## config.mk

```make
export PLATFORM = sky130hd
export DESIGN_NAME = lamp_pwm_duty_freq_config
export DESIGN_NICKNAME = d
export VERILOG_FILES = /design/src/logic/lamp_pwm_pkg.sv /design/src/logic/lamp_pwm_channel.sv /design/src/logic/lamp_pwm_duty_freq_config.sv
export SDC_FILE = /design/constraint.sdc
export NUM_CORES = 1
export LEC_CHECK = 0
export BUFFER_PORTS_ARGS = -buffer_cell sky130_fd_sc_hd__buf_2
export CAP_MARGIN = 15
export CORE_UTILIZATION = 60
export CTS_BUF_LIST = sky130_fd_sc_hd__clkbuf_8
export DETAILED_ROUTE_END_ITERATION = 12
export HOLD_SLACK_MARGIN = 0.12
export PLACE_DENSITY = 0.84
export SYNTH_ARGS = -nofsm -noshare
export SYNTH_HDL_FRONTEND = slang
export SYNTH_HIERARCHICAL = 1
export SYNTH_SLANG_ARGS = --single-unit
```

## constraint.sdc

```tcl
create_clock -name clk_in -period 2.2 [get_ports clk_in]
set_input_delay 0 -clock clk_in [delete_from_list [all_inputs] [get_ports clk_in]]
set_output_delay 0 -clock clk_in [all_outputs]
set_load 0.01 [all_outputs]
```

## src/logic/lamp_pwm_pkg.sv

```systemverilog
// Purpose: Shared constants and carriers for the lamp PWM generator block
// Assumes: Register port is the internal register file port behind the serial interface
// Notes:   Step lengths derive from the system clock rate below
package lamp_pwm_pkg;

  // Register offsets
  localparam logic [5:0] ADDR_LAMP_B      = 6'h14;
  localparam logic [5:0] ADDR_LAMP_C      = 6'h15;
  localparam logic [5:0] ADDR_LAMP_D      = 6'h16;
  localparam logic [5:0] ADDR_GLOBAL      = 6'h3F;

  // Field positions in the lamp duty and rate registers
  localparam int RATE_BIT                 = 15;
  localparam int DUTY_MSB                 = 9;

  // Field positions in the global setup register
  localparam int FINE_RES_BIT             = 14;
  localparam int MASK_ULD_HIGH_BIT        = 5;
  localparam int MASK_ULD_LOW_BIT         = 4;
  localparam int MASK_TW_BIT              = 3;
  localparam int MASK_ULD_ALL_BIT         = 1;

  // Reset values
  localparam logic [15:0] LAMP_RESET      = 16'h0000;
  localparam logic [15:0] GLOBAL_RESET    = 16'h0000;

  // Timing: PWM rates and derived step lengths
  localparam int CLK_HZ                   = 50_000_000;
  localparam int RATE_LOW_HZ              = 170;
  localparam int RATE_HIGH_HZ             = 225;
  localparam int FINE_STEPS               = 1024;
  localparam int COARSE_SHIFT             = 3;
  localparam int PRE_W                    = 9;
  localparam logic [PRE_W-1:0] STEP_LOW   = PRE_W'(CLK_HZ / (RATE_LOW_HZ * FINE_STEPS));
  localparam logic [PRE_W-1:0] STEP_HIGH  = PRE_W'(CLK_HZ / (RATE_HIGH_HZ * FINE_STEPS));
  localparam logic [PRE_W-1:0] PRE_ONE    = 9'h001;
  localparam logic [PRE_W-1:0] PRE_ZERO   = 9'h000;
  localparam logic [9:0]  CNT_TOP         = 10'h3FF;
  localparam logic [9:0]  CNT_ONE         = 10'h001;
  localparam logic [9:0]  CNT_ZERO        = 10'h000;
  localparam logic [2:0]  COARSE_PAD      = 3'h0;
  localparam int LAMP_COUNT               = 3;

  // One lamp setting: rate select and duty code
  typedef struct packed {
    logic       rate;
    logic [9:0] duty;
  } lamp_setting_t;

  // Global setup fields
  typedef struct packed {
    logic fine;
    logic mask_uld_high;
    logic mask_uld_low;
    logic mask_tw;
    logic mask_uld_all;
  } global_setup_t;

endpackage
```

## src/logic/lamp_pwm_channel.sv

```systemverilog
// Purpose: One PWM channel with period-aligned loading of duty, rate and resolution
// Assumes: Setting inputs come from logic on the same clock
// Notes:   Output is off from the cycle after enable goes low
module lamp_pwm_channel
  import lamp_pwm_pkg::*;
(
  input  wire logic          clk_in,
  input  wire logic          sys_rst_in,
  input  wire logic          enable_in,
  input  wire logic          fine_in,
  input  wire lamp_setting_t setting_in,
  output logic               pwm_out,
  output logic               period_start_out
);

  logic [PRE_W-1:0] pre;
  logic [9:0]       cnt;
  lamp_setting_t    shadow;
  logic             fine_sh;

  ////////////////////////////////////////////////////////////////////////////////
  // Step length follows the latched rate, so a period never mixes two rates
  wire logic [PRE_W-1:0] step_len  = shadow.rate ? STEP_HIGH : STEP_LOW;
  wire logic             step_end  = (pre == step_len - PRE_ONE);
  wire logic             wrap      = step_end && (cnt == CNT_TOP);
  wire logic             fine_hit  = (cnt <= shadow.duty);
  wire logic             crs_hit   = (cnt[9:COARSE_SHIFT] <= shadow.duty[6:0]);
  wire logic             next_pwm  = enable_in && (fine_sh ? fine_hit : crs_hit);

  assign period_start_out = wrap;

  // Prescaler and step counter
  always_ff @(posedge clk_in) begin
    if (sys_rst_in) begin
      pre <= PRE_ZERO;
      cnt <= CNT_ZERO;
    end else begin
      pre <= step_end ? PRE_ZERO : pre + PRE_ONE;
      cnt <= step_end ? cnt + CNT_ONE : cnt;
    end
  end

  always_ff @(posedge clk_in) begin
    if (sys_rst_in) begin
      shadow  <= '0;
      fine_sh <= 1'b0;
    end else if (wrap) begin
      shadow  <= setting_in;
      fine_sh <= fine_in;
    end
  end

  // Registered output, high while the step count is within the duty code
  always_ff @(posedge clk_in) begin
    if (sys_rst_in) begin
      pwm_out <= 1'b0;
    end else begin
      pwm_out <= next_pwm;
    end
  end
endmodule

```

## src/logic/lamp_pwm_duty_freq_config.sv

```systemverilog
// Purpose: Register file and internal PWM for three lamp outputs, plus global setup masks
// Assumes: Register port is driven by the serial interface logic on the same clock
// Notes:   Shared 7-bit duty codes and raw status events arrive from neighbouring logic
//
// What this block does
// - Lamp b duty is fine code plus one over 1024
// - Lamp c duty is fine code plus one over 1024
// - Lamp d duty is fine code plus one over 1024
// - Lamp b bit 15 picks 170 or 225 Hz
// - Lamp c bit 15 picks 170 or 225 Hz
// - Lamp d bit 15 picks 170 or 225 Hz
// - Global setup holds resolution and mask bits, reset zero
// - Resolution bit picks shared 7-bit or per-lamp 10-bit
// - Mask-all bit blocks every underload from global flag
// - Thermal mask bit blocks the global thermal warning
// - High and low stage masks block their own underload
module lamp_pwm_duty_freq_config
  import lamp_pwm_pkg::*;
#(
  parameter int N_ULD = 3
) (
  input  wire logic             clk_in,
  input  wire logic             sys_rst_in,
  input  wire logic             reg_wr_in,
  input  wire logic [5:0]       reg_addr_in,
  input  wire logic [15:0]      reg_wdata_in,
  output logic      [15:0]      reg_rdata_out,
  input  wire logic             internal_pwm_select_in,
  input  wire logic [6:0]       shared_duty_b_in,
  input  wire logic [6:0]       shared_duty_cd_in,
  input  wire logic [N_ULD-1:0] underload_lamp_in,
  input  wire logic             underload_high_one_in,
  input  wire logic             underload_low_one_in,
  input  wire logic             thermal_warning_raw_in,
  output logic                  lamp_output_b_out,
  output logic                  lamp_output_c_out,
  output logic                  lamp_output_d_out,
  output logic                  underload_flag_out,
  output logic                  thermal_warning_flag_out
);

  lamp_setting_t            lamp_cfg [LAMP_COUNT];
  global_setup_t            global_setup;
  lamp_setting_t            chan_set [LAMP_COUNT];
  logic [LAMP_COUNT-1:0]    chan_pwm;
  logic [LAMP_COUNT-1:0]    lamp_sel;

  ////////////////////////////////////////////////////////////////////////////////
  // Address decode
  wire logic sel_global = (reg_addr_in == ADDR_GLOBAL);
  assign lamp_sel[0]    = (reg_addr_in == ADDR_LAMP_B);
  assign lamp_sel[1]    = (reg_addr_in == ADDR_LAMP_C);
  assign lamp_sel[2]    = (reg_addr_in == ADDR_LAMP_D);

  // Write data split into lamp and global fields
  wire lamp_setting_t wr_lamp   = '{rate: reg_wdata_in[RATE_BIT], duty: reg_wdata_in[DUTY_MSB:0]};
  wire global_setup_t wr_global = '{fine:          reg_wdata_in[FINE_RES_BIT],
                                    mask_uld_high: reg_wdata_in[MASK_ULD_HIGH_BIT],
                                    mask_uld_low:  reg_wdata_in[MASK_ULD_LOW_BIT],
                                    mask_tw:       reg_wdata_in[MASK_TW_BIT],
                                    mask_uld_all:  reg_wdata_in[MASK_ULD_ALL_BIT]};

  always_ff @(posedge clk_in) begin
    if (sys_rst_in) begin
      global_setup <= GLOBAL_RESET[4:0];
    end else if (reg_wr_in && sel_global) begin
      global_setup <= wr_global;
    end
  end

  ////////////////////////////////////////////////////////////////////////////////
  // Read mux; reserved bits read as zero, unmapped addresses read zero
  logic [15:0] lamp_rd [LAMP_COUNT];
  wire  [15:0] global_rd = (16'(global_setup.fine)          << FINE_RES_BIT)
                         | (16'(global_setup.mask_uld_high) << MASK_ULD_HIGH_BIT)
                         | (16'(global_setup.mask_uld_low)  << MASK_ULD_LOW_BIT)
                         | (16'(global_setup.mask_tw)       << MASK_TW_BIT)
                         | (16'(global_setup.mask_uld_all)  << MASK_ULD_ALL_BIT);
  wire  [15:0] next_rdata = lamp_sel[0] ? lamp_rd[0] :
                            lamp_sel[1] ? lamp_rd[1] :
                            lamp_sel[2] ? lamp_rd[2] :
                            sel_global  ? global_rd  : 16'h0000;

  // Read data held in a flop, follows the address one cycle later
  always_ff @(posedge clk_in) begin
    if (sys_rst_in) begin
      reg_rdata_out <= 16'h0000;
    end else begin
      reg_rdata_out <= next_rdata;
    end
  end

  ////////////////////////////////////////////////////////////////////////////////
  // Lamp registers and channels, one per lamp output
  wire logic [6:0] shared_duty [LAMP_COUNT];
  assign shared_duty[0] = shared_duty_b_in;
  assign shared_duty[1] = shared_duty_cd_in;
  assign shared_duty[2] = shared_duty_cd_in;

  // Channel counters keep running; its output is off from the cycle after the internal generator is deselected
  wire logic pwm_enable = internal_pwm_select_in;

  for (genvar i = 0; i < LAMP_COUNT; i++) begin : g_lamp
    always_ff @(posedge clk_in) begin
      if (sys_rst_in) begin
        lamp_cfg[i] <= LAMP_RESET[10:0];
      end else if (reg_wr_in && lamp_sel[i]) begin
        lamp_cfg[i] <= wr_lamp;
      end
    end

    assign lamp_rd[i] = (16'(lamp_cfg[i].rate) << RATE_BIT) | 16'(lamp_cfg[i].duty);

    // duty source select
    // Fine code used only with fine resolution, else the shared coarse code
    assign chan_set[i] = global_setup.fine ? lamp_cfg[i] :
                         '{rate: lamp_cfg[i].rate, duty: {COARSE_PAD, shared_duty[i]}};

    lamp_pwm_channel u_chan (
      .clk_in           (clk_in),
      .sys_rst_in       (sys_rst_in),
      .enable_in        (pwm_enable),
      .fine_in          (global_setup.fine),
      .setting_in       (chan_set[i]),
      .pwm_out          (chan_pwm[i]),
      .period_start_out ()
    );
  end

  assign lamp_output_b_out = chan_pwm[0];
  assign lamp_output_c_out = chan_pwm[1];
  assign lamp_output_d_out = chan_pwm[2];

  ////////////////////////////////////////////////////////////////////////////////
  // per stage underload masks
  wire logic uld_high  = underload_high_one_in && !global_setup.mask_uld_high;
  wire logic uld_low   = underload_low_one_in  && !global_setup.mask_uld_low;
  // general underload mask gates every contribution
  wire logic next_uld  = !global_setup.mask_uld_all && ((|underload_lamp_in) || uld_high || uld_low);
  wire logic next_tw   = thermal_warning_raw_in && !global_setup.mask_tw;

  // Global flags are levels; the sticky status register lives elsewhere
  always_ff @(posedge clk_in) begin
    if (sys_rst_in) begin
      underload_flag_out       <= 1'b0;
      thermal_warning_flag_out <= 1'b0;
    end else begin
      underload_flag_out       <= next_uld;
      thermal_warning_flag_out <= next_tw;
    end
  end
endmodule

```

==> summary.txt <==
Die
  – # rows: 42
  – Core Footprint: 13400 um2
  – IO Pins: 67
  – Die extent in y: between 100 and 150 um
  – Die area: approximately 14000 um2
  – Initial core utilization: between 60% and 70%
  – Die width: between 100 and 150 um

STA
  – Fin crit share: 96.6%
  – Fmax: between 0.4 and 0.5 GHz
  – Slew HR: a little under half
  – Least-Margin Pin Slew: about 820 ps
  – Final setup viols: 0
  – Fin. max-slew vios: 0
  – Final Hold Viols: 0
  – Setup TNS: 0 ps
  – Clock Skew: about 12 ps
  – Post-route minimum period: ~2100 ps
  – Unrepaired setup endpoints after global routing: no

Logic synthesis
  – Synth Cell Area: around 8400 um2
  – Avg Cell Area, Syn: 9.32 um2
  – Synth Instances: 897
  – YS warnings: 6

Power
  – Worst vdd ir: approximately 0.48 mV
  – Lkg Pwr: ~3.6 nW
  – Power density cells: roughly 570 nW/um2

Place
  – Placed cell area: a little under 9000 um2
  – Detailed placement HPWL: between 10000 and 15000 um
  – I/O Buffers: 58
  – GP Congestion: a little under 0.9

Critical path
  – Startpoint types: primary input
  – Slowest-stage cell, CP: dlygate4sd3_1
  – CP peak stage delay: about 600 ps
  – Cell Chain, Critical Path: dlygate4sd3_1 -> buf_4 -> and4_4 -> nand4_1 -> dlygate4sd3_1 -> a21oi_1 -> dlygate4sd3_1
  – Worst Setup End Kind: flip-flop
  – CP Buf/Inv Count: 4
  – Kind of critical path: primary input to flip-flop
  – Critical Path Fanout Max: 12
  – Req. time, crit path: ~2600 ps
  – Worst path depth: 7
  – CP delay by family, top: buffers and inverters
  – FF-to-FF path depth: 4
  – Worst EP arrival: 2530 ps
  – CP dominant cell by count: dlygate4sd3_1

Cells and area
  – Final Instance Area: between 9000 and 10000 um2
  – N_diodes: 0
  – Nets: approximately 1100
  – Synthesis-to-finish area growth: 16.0%
  – Share of cells above drive strength 1: approximately 13%
  – Final Util: 72.3%

Clock tree
  – Reg clk slew, reported paths: roughly 80 ps
  – Longest Clk Path Bufs: 2
  – Clock latency on the worst-skew pair: between 400 and 500 ps
  – Clock sink total: 148
  – H-tree depth: 4
  – CTS buffer count: 17
  – Clock root buffer: clkbuf_8
  – CTS tree: done

Drt
  – Via-to-Cell Ratio: between 5 and 6
  – Post-route ant nets: 0
  – DR vias: 6862
  – WL final: 19300 um
  – Wire length per cell: roughly 16 um
  – Initial DRC count: roughly 510
  – DRC viols: 0
  – Drt pass-1 iters: 5

Global route
  – Number of global-route vias before repair: around 6700
  – Antenna violations before repair: 0
  – Global-route wire length before repair: around 32000 um
  – Total track usage: between 20 and 30%
  – Largest net degree at the start of global routing: 143
  – Overflow after GRT: 0

Status
  – Outcome: finished clean

Worst hold path
  – Hold Crit Depth: 3
  – Worst min-delay path class: primary input to flip-flop

Run
  – Max-Cap Viols: 0
## cells in the final DEF (no fill, tap or decap), types with 6 or more instances in the layout
cell and n:
a21oi_1 33, a31o_2 6, and2_1 9, and4_1 12, buf_2 56, buf_4 13, clkbuf_8 18, dfxtp_1 115
dlygate4sd3_1 50, edfxtp_1 33, ha_1 57, inv_1 61, mux2_1 12, mux2_2 13, mux2i_1 40, nand2_1 58
nand2b_1 81, nand3_1 38, nand4_1 15, nor2_1 65, nor2b_1 33, nor3_1 37, nor4_1 12, o21ai_0 16
o221a_1 7, o31ai_1 8, or4b_4 6, xnor2_1 15, xor2_1 6
## per-stage QoR
stage          hold WS [ps]  worst slack, ps  total power, W  std cells
6_report                197             75.2         0.00549       1185
5_1_grt                 210             22.8         0.00567       1185
4_1_cts                 164             45.3         0.00549       1183
3_5_place_dp            269              166         0.00322       1101
3_3_place_gp            263              209         0.00321       1101
2_1_floorplan           154              249         0.00311        900
## power by group
part           leakage [nW]  internal, W  total [W]  switching, W
sequential             1.24      0.00283    0.00287     0.0000438
clock                 0.221      0.00124    0.00226       0.00102
combinational          2.12     0.000171   0.000354      0.000184
total                  3.59      0.00424    0.00549       0.00125
## registers in the layout, indices dropped and copies added, names as in the netlist
register / cells
g_lamp.u_chan/fine_sh: 3
thermal_warning_flag_out: 1
reg_rdata_out: 12
g_lamp.u_chan/cnt: 30
lamp_cfg: 33
g_lamp.u_chan/pre: 27
underload_flag_out: 1
global_setup: 5
g_lamp.u_chan/pwm_out: 3
g_lamp.u_chan/shadow: 33
## routing by layer
layer	vias up	wire (um)	GRT usage (%)
met5	-	0	0
met4	0	521	12.2
met3	49	939	5.75
met2	174	9440	47.1
met1	3262	8420	35.5
li1	3377	-	-
## what timing repair did
item,CTS,global route
gates resized for setup,0,5
setup endpoints to repair,0,5
hold buffers,50,0
hold endpoints to repair,77,0
setup buffers,0,2
## final timing paths
path | to | startpoint | slack, ps
worst max-delay path | global_setup[4]$_SDFFE_PP0P_ | reg_addr_in[1] | 80
worst min-delay path | reg_rdata_out[4]$_SDFF_PP0_ | reg_addr_in[0] | 200
worst max register to register | g_lamp[2].u_chan/cnt[9]$_SDFFE_PP0P_ | g_lamp[2].u_chan/pre[2]$_SDFF_PP0_ | 100
worst min register to register | g_lamp[1].u_chan/shadow[8]$_SDFFE_PP0P_ | g_lamp[1].u_chan/shadow[8]$_SDFFE_PP0P_ | 470
## layout make-up
type                       instances  area, um2
timing repair buffer             122        938
multi-input combinational        650       4610
clock buffer                      18        248
sequential                       148       3290
clock inverter                    14        171
inverter                          57        214
tap                              176        220
fill                             947       3710
## worst min-delay path: cells and delay by family
| family | cells | cell delay [ps] |
|---|---|---|
| AOI/OAI and AO/OA | 1 | 90 |
| buffers and inverters | 1 | 270 |
| muxes | 1 | 230 |
Power figures use the tool's default switching activity.
